## src/cwd_pkg.sv

```systemverilog
// Summary of operation
// An erased word reads all ones, so every setting defaults to the field value of all ones.
// Bit 13 high enables the fail-safe clock monitor and the two-speed switchover, low disables the monitor.
// Bit 12 high enables the two-speed internal/external switchover mode, low disables it unless bit 13 is high.
// Bit 11 is ignored in crystal modes; otherwise one keeps the pin as I/O and zero drives clock out.
// The brown-out field gives 11 always on, 10 on except in sleep, 01 software bit, 00 off.
// Bit 7 high leaves program memory open, low turns code protection on.
// Bit 6 is ignored under low-voltage programming; else one is master reset with pull-up, zero is input.
// Bit 5 is an active-low power-up timer enable.
// The watchdog field gives 11 always on, 10 on except in sleep, 01 software bit, 00 off.
// Bit 8 is unimplemented and always reads back as one.
// With the monitor on, a failed external clock after start-up moves to the internal clock and flags it.
// Settings are captured from the word at reset and then held still until the next reset.
package cwd_pkg;

  localparam int unsigned CWD_WORD_W = 14;

  localparam logic [13:0] CWD_WORD_ERASED = 14'h3fff;

  localparam int unsigned CWD_BIT_MONITOR   = 13;
  localparam int unsigned CWD_BIT_SWITCH    = 12;
  localparam int unsigned CWD_BIT_CLKOUT_N  = 11;
  localparam int unsigned CWD_BIT_BOR_HI    = 10;
  localparam int unsigned CWD_BIT_BOR_LO    = 9;
  localparam int unsigned CWD_BIT_UNIMPL    = 8;
  localparam int unsigned CWD_BIT_PROTECT_N = 7;
  localparam int unsigned CWD_BIT_RESET_PIN = 6;
  localparam int unsigned CWD_BIT_PWRT_N    = 5;
  localparam int unsigned CWD_BIT_WDT_HI    = 4;
  localparam int unsigned CWD_BIT_WDT_LO    = 3;
  localparam int unsigned CWD_BIT_OSC_HI    = 2;
  localparam int unsigned CWD_BIT_OSC_LO    = 0;

  localparam logic [1:0] CWD_POL_ALWAYS = 2'h3;
  localparam logic [1:0] CWD_POL_AWAKE  = 2'h2;
  localparam logic [1:0] CWD_POL_SOFT   = 2'h1;
  localparam logic [1:0] CWD_POL_OFF    = 2'h0;

  localparam logic [2:0] CWD_OSC_LP = 3'h0;
  localparam logic [2:0] CWD_OSC_XT = 3'h1;
  localparam logic [2:0] CWD_OSC_HS = 3'h2;

  localparam logic [31:0] CWD_ADDR_WORD   = 32'h0000_0000;
  localparam logic [31:0] CWD_ADDR_CTRL   = 32'h0000_0004;
  localparam logic [31:0] CWD_ADDR_STATUS = 32'h0000_0008;

  localparam int unsigned CWD_CTRL_SW_BOR  = 0;
  localparam int unsigned CWD_CTRL_SW_WDT  = 1;
  localparam int unsigned CWD_CTRL_WPU     = 2;
  localparam int unsigned CWD_CTRL_RESTART = 3;

  localparam int unsigned CWD_STAT_FAIL     = 0;
  localparam int unsigned CWD_STAT_INTERNAL = 1;
  localparam int unsigned CWD_STAT_LOADED   = 2;

  localparam logic [2:0] CWD_CTRL_RESET = 3'h0;

  typedef enum logic {
    CWD_CAPTURE,
    CWD_HOLD
  } cwd_load_state_t;

  typedef struct packed {
    logic       fail_safe_monitor_en;
    logic       two_speed_switchover_en;
    logic       clock_out_pin_en_n;
    logic [1:0] brownout_policy_sel;
    logic       program_protect_n;
    logic       reset_pin_func_sel;
    logic       powerup_timer_en_n;
    logic [1:0] watchdog_policy_sel;
    logic [2:0] oscillator_source_sel;
  } cwd_cfg_t;

  localparam cwd_cfg_t CWD_CFG_ERASED = '{
    fail_safe_monitor_en:    1'b1,
    two_speed_switchover_en: 1'b1,
    clock_out_pin_en_n:      1'b1,
    brownout_policy_sel:     2'h3,
    program_protect_n:       1'b1,
    reset_pin_func_sel:      1'b1,
    powerup_timer_en_n:      1'b1,
    watchdog_policy_sel:     2'h3,
    oscillator_source_sel:   3'h7
  };

endpackage
```

## src/cwd_config_word_one_decode.sv

```systemverilog
// Local design decisions: the register offsets and the AHB-Lite interface to the registers.
`timescale 1ns/10ps
module cwd_config_word_one_decode
  import cwd_pkg::*;
(
  input  wire logic        i_core_clk,
  input  wire logic        i_arst_n,
  input  wire logic [13:0] i_nv_word,
  input  wire logic        i_low_voltage_prog_en,
  input  wire logic        i_sleep_active,
  input  wire logic        i_startup_timer_done,
  input  wire logic        i_ext_clk_failed,
  input  wire logic        i_hsel,
  input  wire logic [31:0] i_haddr,
  input  wire logic [1:0]  i_htrans,
  input  wire logic        i_hwrite,
  input  wire logic [2:0]  i_hsize,
  input  wire logic [31:0] i_hwdata,
  input  wire logic        i_hready,
  output logic [31:0]      o_hrdata,
  output logic             o_hreadyout,
  output logic             o_hresp,
  output logic             o_fail_safe_monitor_en,
  output logic             o_two_speed_switchover_en,
  output logic             o_clock_out_drive,
  output logic             o_brownout_active,
  output logic             o_program_protect,
  output logic             o_reset_pin_is_master_reset,
  output logic             o_reset_pin_pullup_en,
  output logic             o_powerup_timer_en,
  output logic             o_watchdog_active,
  output logic             o_use_internal_clk,
  output logic             o_osc_fail_flag,
  output logic             o_config_loaded
);

  cwd_load_state_t load_state;
  cwd_load_state_t next_load_state;
  cwd_cfg_t        cfg;
  cwd_cfg_t        next_cfg;

  logic [2:0]  ctrl;
  logic [2:0]  next_ctrl;
  logic        wr_pending;
  logic        next_wr_pending;
  logic [31:0] wr_addr;
  logic [31:0] next_wr_addr;
  logic [31:0] next_hrdata;

  logic        fail_flag;
  logic        next_fail_flag;
  logic        internal_clk;
  logic        next_internal_clk;

  logic        next_monitor_en;
  logic        next_switch_en;
  logic        next_clock_out;
  logic        next_bor_active;
  logic        next_protect;
  logic        next_mclr;
  logic        next_pullup;
  logic        next_pwrt_en;
  logic        next_wdt_active;

  logic [13:0] word_view;
  logic        addr_phase;
  logic        restart_req;
  logic        fail_clear;
  logic        fail_set;
  logic        crystal_mode;

  // The word is captured once, on the first edge after reset release.
  always_comb begin
    next_load_state = load_state;
    next_cfg        = cfg;
    unique case (load_state)
      CWD_CAPTURE: begin
        next_cfg.fail_safe_monitor_en    = i_nv_word[CWD_BIT_MONITOR];
        next_cfg.two_speed_switchover_en = i_nv_word[CWD_BIT_SWITCH];
        next_cfg.clock_out_pin_en_n      = i_nv_word[CWD_BIT_CLKOUT_N];
        next_cfg.brownout_policy_sel     = i_nv_word[CWD_BIT_BOR_HI:CWD_BIT_BOR_LO];
        next_cfg.program_protect_n       = i_nv_word[CWD_BIT_PROTECT_N];
        next_cfg.reset_pin_func_sel      = i_nv_word[CWD_BIT_RESET_PIN];
        next_cfg.powerup_timer_en_n      = i_nv_word[CWD_BIT_PWRT_N];
        next_cfg.watchdog_policy_sel     = i_nv_word[CWD_BIT_WDT_HI:CWD_BIT_WDT_LO];
        next_cfg.oscillator_source_sel   = i_nv_word[CWD_BIT_OSC_HI:CWD_BIT_OSC_LO];
        next_load_state                  = CWD_HOLD;
      end
      CWD_HOLD: begin
        next_load_state = CWD_HOLD;
      end
    endcase
  end

  always_ff @(posedge i_core_clk or negedge i_arst_n) begin
    if (!i_arst_n) begin
      load_state <= CWD_CAPTURE;
      cfg        <= CWD_CFG_ERASED;
    end else begin
      load_state <= next_load_state;
      cfg        <= next_cfg;
    end
  end

  always_comb begin
    word_view = {cfg.fail_safe_monitor_en, cfg.two_speed_switchover_en,
                 cfg.clock_out_pin_en_n, cfg.brownout_policy_sel, 1'b1,
                 cfg.program_protect_n, cfg.reset_pin_func_sel,
                 cfg.powerup_timer_en_n, cfg.watchdog_policy_sel,
                 cfg.oscillator_source_sel};
  end

  // Zero-wait slave: read data is registered at the address phase edge.
  always_comb begin
    addr_phase      = i_hsel && i_htrans[1] && i_hready;
    next_wr_pending = addr_phase && i_hwrite;
    next_wr_addr    = addr_phase ? i_haddr : wr_addr;
    next_hrdata     = 32'h0000_0000;
    next_ctrl       = ctrl;
    restart_req     = 1'b0;
    if (wr_pending && wr_addr == CWD_ADDR_CTRL) begin
      next_ctrl   = i_hwdata[CWD_CTRL_WPU:CWD_CTRL_SW_BOR];
      restart_req = i_hwdata[CWD_CTRL_RESTART];
    end
    if (addr_phase && !i_hwrite) begin
      unique case (i_haddr)
        CWD_ADDR_WORD: begin
          next_hrdata = {18'h0_0000, word_view};
        end
        CWD_ADDR_CTRL: begin
          next_hrdata = {29'h0000_0000, next_ctrl};
        end
        CWD_ADDR_STATUS: begin
          next_hrdata = {29'h0000_0000, load_state == CWD_HOLD, internal_clk, fail_flag};
        end
        default: begin
          next_hrdata = 32'h0000_0000;
        end
      endcase
    end
  end

  always_ff @(posedge i_core_clk or negedge i_arst_n) begin
    if (!i_arst_n) begin
      wr_pending  <= 1'b0;
      wr_addr     <= 32'h0000_0000;
      ctrl        <= CWD_CTRL_RESET;
      o_hrdata    <= 32'h0000_0000;
      o_hreadyout <= 1'b1;
      o_hresp     <= 1'b0;
    end else begin
      wr_pending  <= next_wr_pending;
      wr_addr     <= next_wr_addr;
      ctrl        <= next_ctrl;
      o_hrdata    <= next_hrdata;
      o_hreadyout <= 1'b1;
      o_hresp     <= 1'b0;
    end
  end

  // A new failure in the same cycle as a clear keeps the flag set.
  always_comb begin
    fail_set   = cfg.fail_safe_monitor_en && i_startup_timer_done && i_ext_clk_failed;
    fail_clear = wr_pending && wr_addr == CWD_ADDR_STATUS && i_hwdata[CWD_STAT_FAIL];
    next_fail_flag    = fail_set || (fail_flag && !fail_clear);
    next_internal_clk = internal_clk;
    if (fail_set) begin
      next_internal_clk = 1'b1;
    end else if (restart_req || i_sleep_active) begin
      next_internal_clk = 1'b0;
    end
  end

  always_ff @(posedge i_core_clk or negedge i_arst_n) begin
    if (!i_arst_n) begin
      fail_flag    <= 1'b0;
      internal_clk <= 1'b0;
    end else begin
      fail_flag    <= next_fail_flag;
      internal_clk <= next_internal_clk;
    end
  end

  always_comb begin
    crystal_mode = cfg.oscillator_source_sel == CWD_OSC_LP ||
                   cfg.oscillator_source_sel == CWD_OSC_XT ||
                   cfg.oscillator_source_sel == CWD_OSC_HS;
    next_monitor_en = cfg.fail_safe_monitor_en;
    next_switch_en  = cfg.two_speed_switchover_en || cfg.fail_safe_monitor_en;
    next_clock_out  = !crystal_mode && !cfg.clock_out_pin_en_n;
    next_protect    = !cfg.program_protect_n;
    next_mclr       = i_low_voltage_prog_en || cfg.reset_pin_func_sel;
    next_pullup     = next_mclr ? 1'b1 : ctrl[CWD_CTRL_WPU];
    next_pwrt_en    = !cfg.powerup_timer_en_n;
    unique case (cfg.brownout_policy_sel)
      CWD_POL_ALWAYS: next_bor_active = 1'b1;
      CWD_POL_AWAKE:  next_bor_active = !i_sleep_active;
      CWD_POL_SOFT:   next_bor_active = ctrl[CWD_CTRL_SW_BOR];
      CWD_POL_OFF:    next_bor_active = 1'b0;
    endcase
    unique case (cfg.watchdog_policy_sel)
      CWD_POL_ALWAYS: next_wdt_active = 1'b1;
      CWD_POL_AWAKE:  next_wdt_active = !i_sleep_active;
      CWD_POL_SOFT:   next_wdt_active = ctrl[CWD_CTRL_SW_WDT];
      CWD_POL_OFF:    next_wdt_active = 1'b0;
    endcase
  end

  always_ff @(posedge i_core_clk or negedge i_arst_n) begin
    if (!i_arst_n) begin
      o_fail_safe_monitor_en      <= 1'b1;
      o_two_speed_switchover_en   <= 1'b1;
      o_clock_out_drive           <= 1'b0;
      o_brownout_active           <= 1'b1;
      o_program_protect           <= 1'b0;
      o_reset_pin_is_master_reset <= 1'b1;
      o_reset_pin_pullup_en       <= 1'b1;
      o_powerup_timer_en          <= 1'b0;
      o_watchdog_active           <= 1'b1;
      o_use_internal_clk          <= 1'b0;
      o_osc_fail_flag             <= 1'b0;
      o_config_loaded             <= 1'b0;
    end else begin
      o_fail_safe_monitor_en      <= next_monitor_en;
      o_two_speed_switchover_en   <= next_switch_en;
      o_clock_out_drive           <= next_clock_out;
      o_brownout_active           <= next_bor_active;
      o_program_protect           <= next_protect;
      o_reset_pin_is_master_reset <= next_mclr;
      o_reset_pin_pullup_en       <= next_pullup;
      o_powerup_timer_en          <= next_pwrt_en;
      o_watchdog_active           <= next_wdt_active;
      o_use_internal_clk          <= next_internal_clk;
      o_osc_fail_flag             <= next_fail_flag;
      o_config_loaded             <= load_state == CWD_HOLD;
    end
  end

endmodule

```

## config.mk

```make
export PLATFORM = sky130hd
export DESIGN_NAME = cwd_config_word_one_decode
export DESIGN_NICKNAME = d
export VERILOG_FILES = /design/src/cwd_pkg.sv /design/src/cwd_config_word_one_decode.sv
export SDC_FILE = /design/constraint.sdc
export NUM_CORES = 1
export LEC_CHECK = 0
export BUFFER_PORTS_ARGS = -buffer_cell sky130_fd_sc_hd__buf_2
export CORE_UTILIZATION = 43
export DETAILED_ROUTE_END_ITERATION = 10
export GPL_TIMING_DRIVEN = 0
export PLACE_DENSITY = 0.81
export SLEW_MARGIN = 20
export SYNTH_ARGS = -nofsm -noshare
export SYNTH_HDL_FRONTEND = slang
export SYNTH_SLANG_ARGS = --single-unit
export TNS_END_PERCENT = 10
```

## constraint.sdc

```tcl
create_clock -name i_core_clk -period 1.58 [get_ports i_core_clk]
set_input_delay 0.158 -clock i_core_clk [delete_from_list [all_inputs] [get_ports i_core_clk]]
set_output_delay 0.158 -clock i_core_clk [all_outputs]
set_load 0.03 [all_outputs]
```

==> results.toml, run 1 <==
[synthesis]
yosysTopAreaCellShare_pct = 44.2
syn_area_per_cell_um2 = 13.9
synth.area.mux_share_pct = 16.6
postSynth.asyncResetShare_pct = 100
synthDistinctLibCells = 36
yosys-top-cells-count = "57 x dfrtp_1, 43 x mux2_1, 20 x buf_4, 19 x dfstp_2, 10 x and2_1"
syn_inst = 232
yosys.area.top_type = "dfrtp_1"
syn_area_mm2 = 0.00323
synth_most_common_cell = "dfrtp_1"
synth_area_leaders = "dfrtp_1 44%, dfstp_2 15%, mux2_1 15%, buf_4 4.7%, nor4_2 2.7%"
synth_top_family_by_area = "multiplexers"
ys_dominant_reg_cell = "dfrtp_1"
synth_compound_area_share_pct = 3.92
synth_edf_count = 0
synth_simple_gate_area_share_pct = 13.2
ys_ff_latch = 76
yosysSeqAreaShare_pct = 59.7
yosys_warnings = 0
yosys.area_share.xor_xnor_pct = 0
synthAdderAreaFrac_pct = 0

[clocking]
cts_num_sinks = 76
ctsHtreeMaxLevel = 3
cts-root-to-sink-buffers = 2
cts_root_buf = "clkbuf_8"
path_clk_slew_ns = 0.08
numCtsBuffers = 9
insertion_delay_ns = 0.34
cts_tree = "built"

[layout]
post-route-util_pct = 58.8
multi_input_area_mm2 = 0.00128
seqCellArea_mm2 = 0.00193
synthToLayoutAreaGrowth_pct = 32.1
drive_gt1_share_pct = 49.0
finalNonFillerCells = 458
insertedDiodeCount = 0
fillers = 596
layout.nets = 446

[timing]
slew_headroom_pct = 59.9
worst_pin_slew_ns = 0.601
finalHoldViolCount = 0
max_freq_mhz = 587
tns_ns = -0.499
rsz0062_at_grt = "true"
setup_violations = 5
fin_crit_sh_pct = 108
min_period_ns = 1.70
worst_slack_ns = -0.122
skew_ns = 0.00664
slew_violations = 0

[run]
drv_cap = 0

[critical_path]
reg2reg_slack_ns = -0.12
path_class = "reg -> reg"
critPathCaptureType = "flip-flop"
cp.required_ns = 1.82
r2r_start = "wr_addr[6]"
crit_arrival_ns = 1.94
rr_endpoint = "o_hrdata[1]"
worstRegToRegCells = 6
path_max_fanout = 4
crit_path_start_kind = "flip-flop"

[routing]
wl_per_cell_um = 13.9
wl_met1_mm = 2.53
ant_nets = 0
top_layer_used = "met4"
wl_met3_um = 384
dr_total_vias = 2176
first_pass_iters = 5
routed_wl_mm = 6.35
drt_iter0_drc = 87
vias_per_cell = 4.75
wl_met2_mm = 3.31
route.detailed.drc = 0

[place]
dp.cells = 434
hpwl_mm = 4.86
place_ws_ns = -0.285
gp_congestion = 0.800
numPortBuffers = 83

[grt]
grt_pass1_vias = 2269
gr-total-overflow = 0
antenna_found_initial = 0
grt_max_degree = 53
track_usage_pct = 18.0
grt_pass1_wl_mm = 10.3

[pwr]
peakVddDrop_mv = 0.693
comb_power_share_pct = 13.5
total_power_uw = 4500
powerDensity_mw_per_mm2 = 1060
power.internal_uw = 3270
p_clk_share_pct = 33.4
netSwitchingPower_uw = 1230
leakagePower_uw = 0.00199
pwr-share-seq_pct = 53.1
swShare_pct = 27.4

[die]
die_x_um = 88.6
initial_core_util_pct = 44.5
io_pins = 138
core_mm2 = 0.00725
die_area_mm2 = 0.00785
chipHeight_um = 88.6
row_count = 31

[hold_path]
hold-path-endpoint = "o_reset_pin_is_master_reset"
hold_depth = 2
hold_class = "in -> reg"
min_from = "i_low_voltage_prog_en"

[status]
violations = "setup timing"
status = "finished with violations"
layout by cell type, fill, tap and decap left out, drive strengths merged:
master       count
nor2b            1
nor2             4
mux2            45
and4             5
or3              1
nand2            6
bufinv           1
inv              6
a21oi            8
clkbuf          10
nand4b           1
buf            116
nand2b           2
a2111oi          1
nand4            5
and2            10
nor4b            2
mux2i            3
nor4            13
dfstp           19
o21ai            1
or2              2
dlygate4sd3      2
clkinv           4
conb            21
dfrtp           57
nand3            2
o21a             3
o41ai            1
nor3             4
o31ai            3
cell type report:
| type | instances | area share [%] |
|---|---|---|
| clock buffer | 10 | 3.23 |
| clock inverter | 6 | 1.70 |
| tap | 99 | 2.91 |
| sequential | 76 | 45.2 |
| multi-input combinational | 144 | 30.1 |
| inverter | 5 | 0.440 |
| buffer | 26 | 4.32 |
| timing repair buffer | 92 | 12.2 |
worst max path at each step:
stage | depth (start not counted) | from | slack (ns) | endpoint
global route | 6 | wr_addr[31] | -0.20 | o_hrdata[2]
floorplan | 5 | wr_addr[13] | 0.07 | o_hrdata[2]
finish | 6 | wr_addr[6] | -0.12 | o_hrdata[1]
detailed placement | 5 | wr_addr[13] | -0.28 | o_hrdata[2]
global placement | 5 | wr_addr[13] | -0.17 | o_hrdata[0]
CTS | 6 | wr_addr[23] | -0.10 | o_hrdata[0]
repair_timing:
item,4_1_cts,5_1_grt
pin swaps,12,8
setup endpoints to repair,7,7
hold buffers,2,0
endpoints found under the hold margin,26,0
resized for setup,13,7
setup buffers,4,2
worst max-delay path: stages (launching register included):
cell	delay (ns)
dfrtp_1	0.42
nor4_4	0.33
nand4_1	0.15
buf_6	0.16
o31ai_4	0.27
a21oi_2	0.09
o21a_1	0.18
flip-flops by register name (all words and copies together) (netlist names):
name / cells
o_use_internal_clk: 1
wr_addr: 32
o_hrdata: 14
ctrl: 3
o_reset_pin_is_master_reset: 1
o_clock_out_drive: 1
wr_pending: 1
o_powerup_timer_en: 1
next_monitor_en: 1
o_fail_safe_monitor_en: 1
o_brownout_active: 1
load_state: 1
o_osc_fail_flag: 1
o_two_speed_switchover_en: 1
o_watchdog_active: 1
o_program_protect: 1
o_config_loaded: 1
o_reset_pin_pullup_en: 1
cfg: 12
power groups by stage:
stage                     Clock [µW]  Combinational [µW]  Sequential, µW
final                           1500                 609            2390
after detailed placement           0                 585            2380
after global routing            1620                 676            2420
after CTS                       1540                 602            2360
after global placement             0                 552            2370
after floorplan                    0                 328            2400
cell families after synthesis:
kind of cell | count (synthesis)
and+or+nand+nor | 58
DFF | 76
other | 2
AOI/OAI and AO/OA | 17
buffers and inverters | 31
muxes | 48
metal layers:
layer	vias to the layer above	global-route usage, %
met5	-	0
met4	0	8.36
met3	14	4.57
met2	92	32.3
met1	1038	20.1
li1	1032	-
per-stage QoR:
step	area [µm²]	hold slack [ns]
floorplan	3300	-0.138
global placement	3840	0.343
detailed placement	3870	0.0738
CTS	4200	0.00654
global route	4260	0.0116
finish	4260	0.0162
Power figures use the tool's default switching activity.
==> inputs of run 2 (changes only) <==
--- a/config.mk
+++ b/config.mk
@@ -10,6 +10,7 @@
 export DETAILED_ROUTE_END_ITERATION = 10
 export GPL_TIMING_DRIVEN = 0
 export PLACE_DENSITY = 0.81
+export SETUP_SLACK_MARGIN = 0.3
 export SLEW_MARGIN = 20
 export SYNTH_ARGS = -nofsm -noshare
 export SYNTH_HDL_FRONTEND = slang
==> run 2 against run 1 <==
Effect of this change:
- the run still ends with setup timing left
- die area unchanged
- first-iteration DRC count down 26%
- clock power down 5%
- combinational power up 2%
- register-to-register slack better by 0.04 ns
- via count down 0.46%
- clock-buffer cell count unchanged
- critical path depth unchanged
- setup slack better by 0.039 ns
- global-route usage down 0.40 points
- power down 1.6%
==> results.toml, run 2 (same netlist as run 1, synthesis figures left out) <==
[clocking]
numCtsBuffers = 9
insertion_delay_ns = 0.35
cts_tree = "built"
cts-root-to-sink-buffers = 2
ctsHtreeMaxLevel = 3
cts_root_buf = "clkbuf_8"
cts_num_sinks = 76
path_clk_slew_ns = 0.07

[layout]
insertedDiodeCount = 0
layout.nets = 445
synthToLayoutAreaGrowth_pct = 32.5
final_common_cell = "buf_2"
top_register = "wr_addr"
drive_gt1_share_pct = 48.9
final_cell_mix = "85 x buf_2, 57 x dfrtp_1, 43 x mux2_1, 22 x buf_4, 21 x conb_1"
top_regs = "wr_addr x32, o_hrdata x14, cfg x12"
largest_reg_flops = 32

[grt]
grt_pass1_vias = 2104
track_usage_pct = 17.6
antenna_found_initial = 0
grt_max_degree = 41
gr-total-overflow = 0
grt_pass1_wl_mm = 9.90

[routing]
vias_per_cell = 4.74
wl_met1_mm = 2.63
drt_iter0_drc = 64
ant_nets = 0
routed_wl_mm = 6.43
wl_met3_um = 449
route.detailed.drc = 0
first_pass_iters = 4
dr_total_vias = 2166
wl_per_cell_um = 14.1
wl_met2_mm = 3.25
top_layer_used = "met4"

[place]
hpwl_mm = 4.82
gp_congestion = 0.772
place_ws_ns = -0.203
numPortBuffers = 83

[die]
chipHeight_um = 88.6
core_mm2 = 0.00725
die_area_mm2 = 0.00785
die_x_um = 88.6
row_count = 31
io_pins = 138
initial_core_util_pct = 44.5

[critical_path]
path_class = "reg -> reg"
path_max_fanout = 4
crit_arrival_ns = 1.90
crit_path_start_kind = "flip-flop"
cp.required_ns = 1.82
critPathCaptureType = "flip-flop"

[hold_path]
hold_class = "in -> reg"

[timing]
finalHoldViolCount = 0
min_period_ns = 1.66
skew_ns = 0.00487
slew_violations = 0
max_freq_mhz = 601
tns_ns = -0.222
worst_slack_ns = -0.0827
fin_crit_sh_pct = 105
setup_violations = 4
worst_pin_slew_ns = 0.589
slew_headroom_pct = 60.7
rsz0062_at_grt = "true"

[status]
status = "finished with violations"
violations = "setup timing"

[pwr]
leakagePower_uw = 0.00196
powerDensity_mw_per_mm2 = 1040
total_power_uw = 4430
peakVddDrop_mv = 0.628

[run]
drv_cap = 0
-- run 2: power breakdown --
part / total (µW) / switching [µW] / internal (µW) / leakage [µW]
combinational: 620 / 336 / 284 / 0.000985
sequential: 2380 / 180 / 2200 / 0.000895
clock: 1430 / 704 / 726 / 0.0000845
total: 4430 / 1220 / 3210 / 0.00196
-- run 2: critical path: stages (launching register included) --
cell and delay, ns:
dfrtp_1 0.41, nor4_4 0.32, nand4_1 0.14, buf_6 0.17
o31ai_4 0.26, a21oi_1 0.10, o21a_1 0.17
-- run 2: path summary, 6_finish.rpt --
kind,cells past startpoint,end,startpoint,slack [ns]
max,6,o_hrdata[2],wr_addr[13],-0.08
min,2,cfg[9],i_nv_word[10],0.02
max reg2reg,6,o_hrdata[2],wr_addr[13],-0.08
min reg2reg,0,o_fail_safe_monitor_en,next_monitor_en,0.39
max in group asynchronous,3,next_monitor_en,i_arst_n,0.65
min in group asynchronous,2,o_hrdata[11],i_arst_n,0.31
-- run 2: final cells by class --
cell class / instances / area (µm²)
Multi-Input combinational cell: 144 / 1320
Fill cell: 594 / 2980
Tap cell: 99 / 124
Clock inverter: 6 / 65.1
Clock buffer: 10 / 128
Buffer: 26 / 188
Inverter: 5 / 18.8
Timing Repair Buffer: 91 / 508
Sequential cell: 76 / 1930
-- run 2: per-stage QoR --
step | std cells | hold WS, ns | instance area (µm²) | util (%)
after global placement | 433 | 0.336 | 3850 | 53.1
after detailed placement | 434 | 0.158 | 3870 | 53.4
after floorplan | 251 | -0.138 | 3310 | -
final | 457 | 0.0246 | 4270 | 58.9
after CTS | 456 | 0.00621 | 4180 | 57.7
after global routing | 457 | 0.00849 | 4270 | 58.9
-- run 2: layer usage --
layer,track usage [%],vias up
met5,0,-
met4,8.06,0
met3,5.69,13
met2,30.4,99
met1,20.0,1028
li1,-,1026
-- run 2: what timing repair did --
| item | CTS | global route |
|---|---|---|
| hold buffers | 3 | 1 |
| pin swaps | 7 | 3 |
| endpoints found under the hold margin | 36 | 1 |
| endpoints found under the setup margin | 27 | 21 |
| buffers inserted | 3 | 0 |
| gates resized for setup | 10 | 14 |
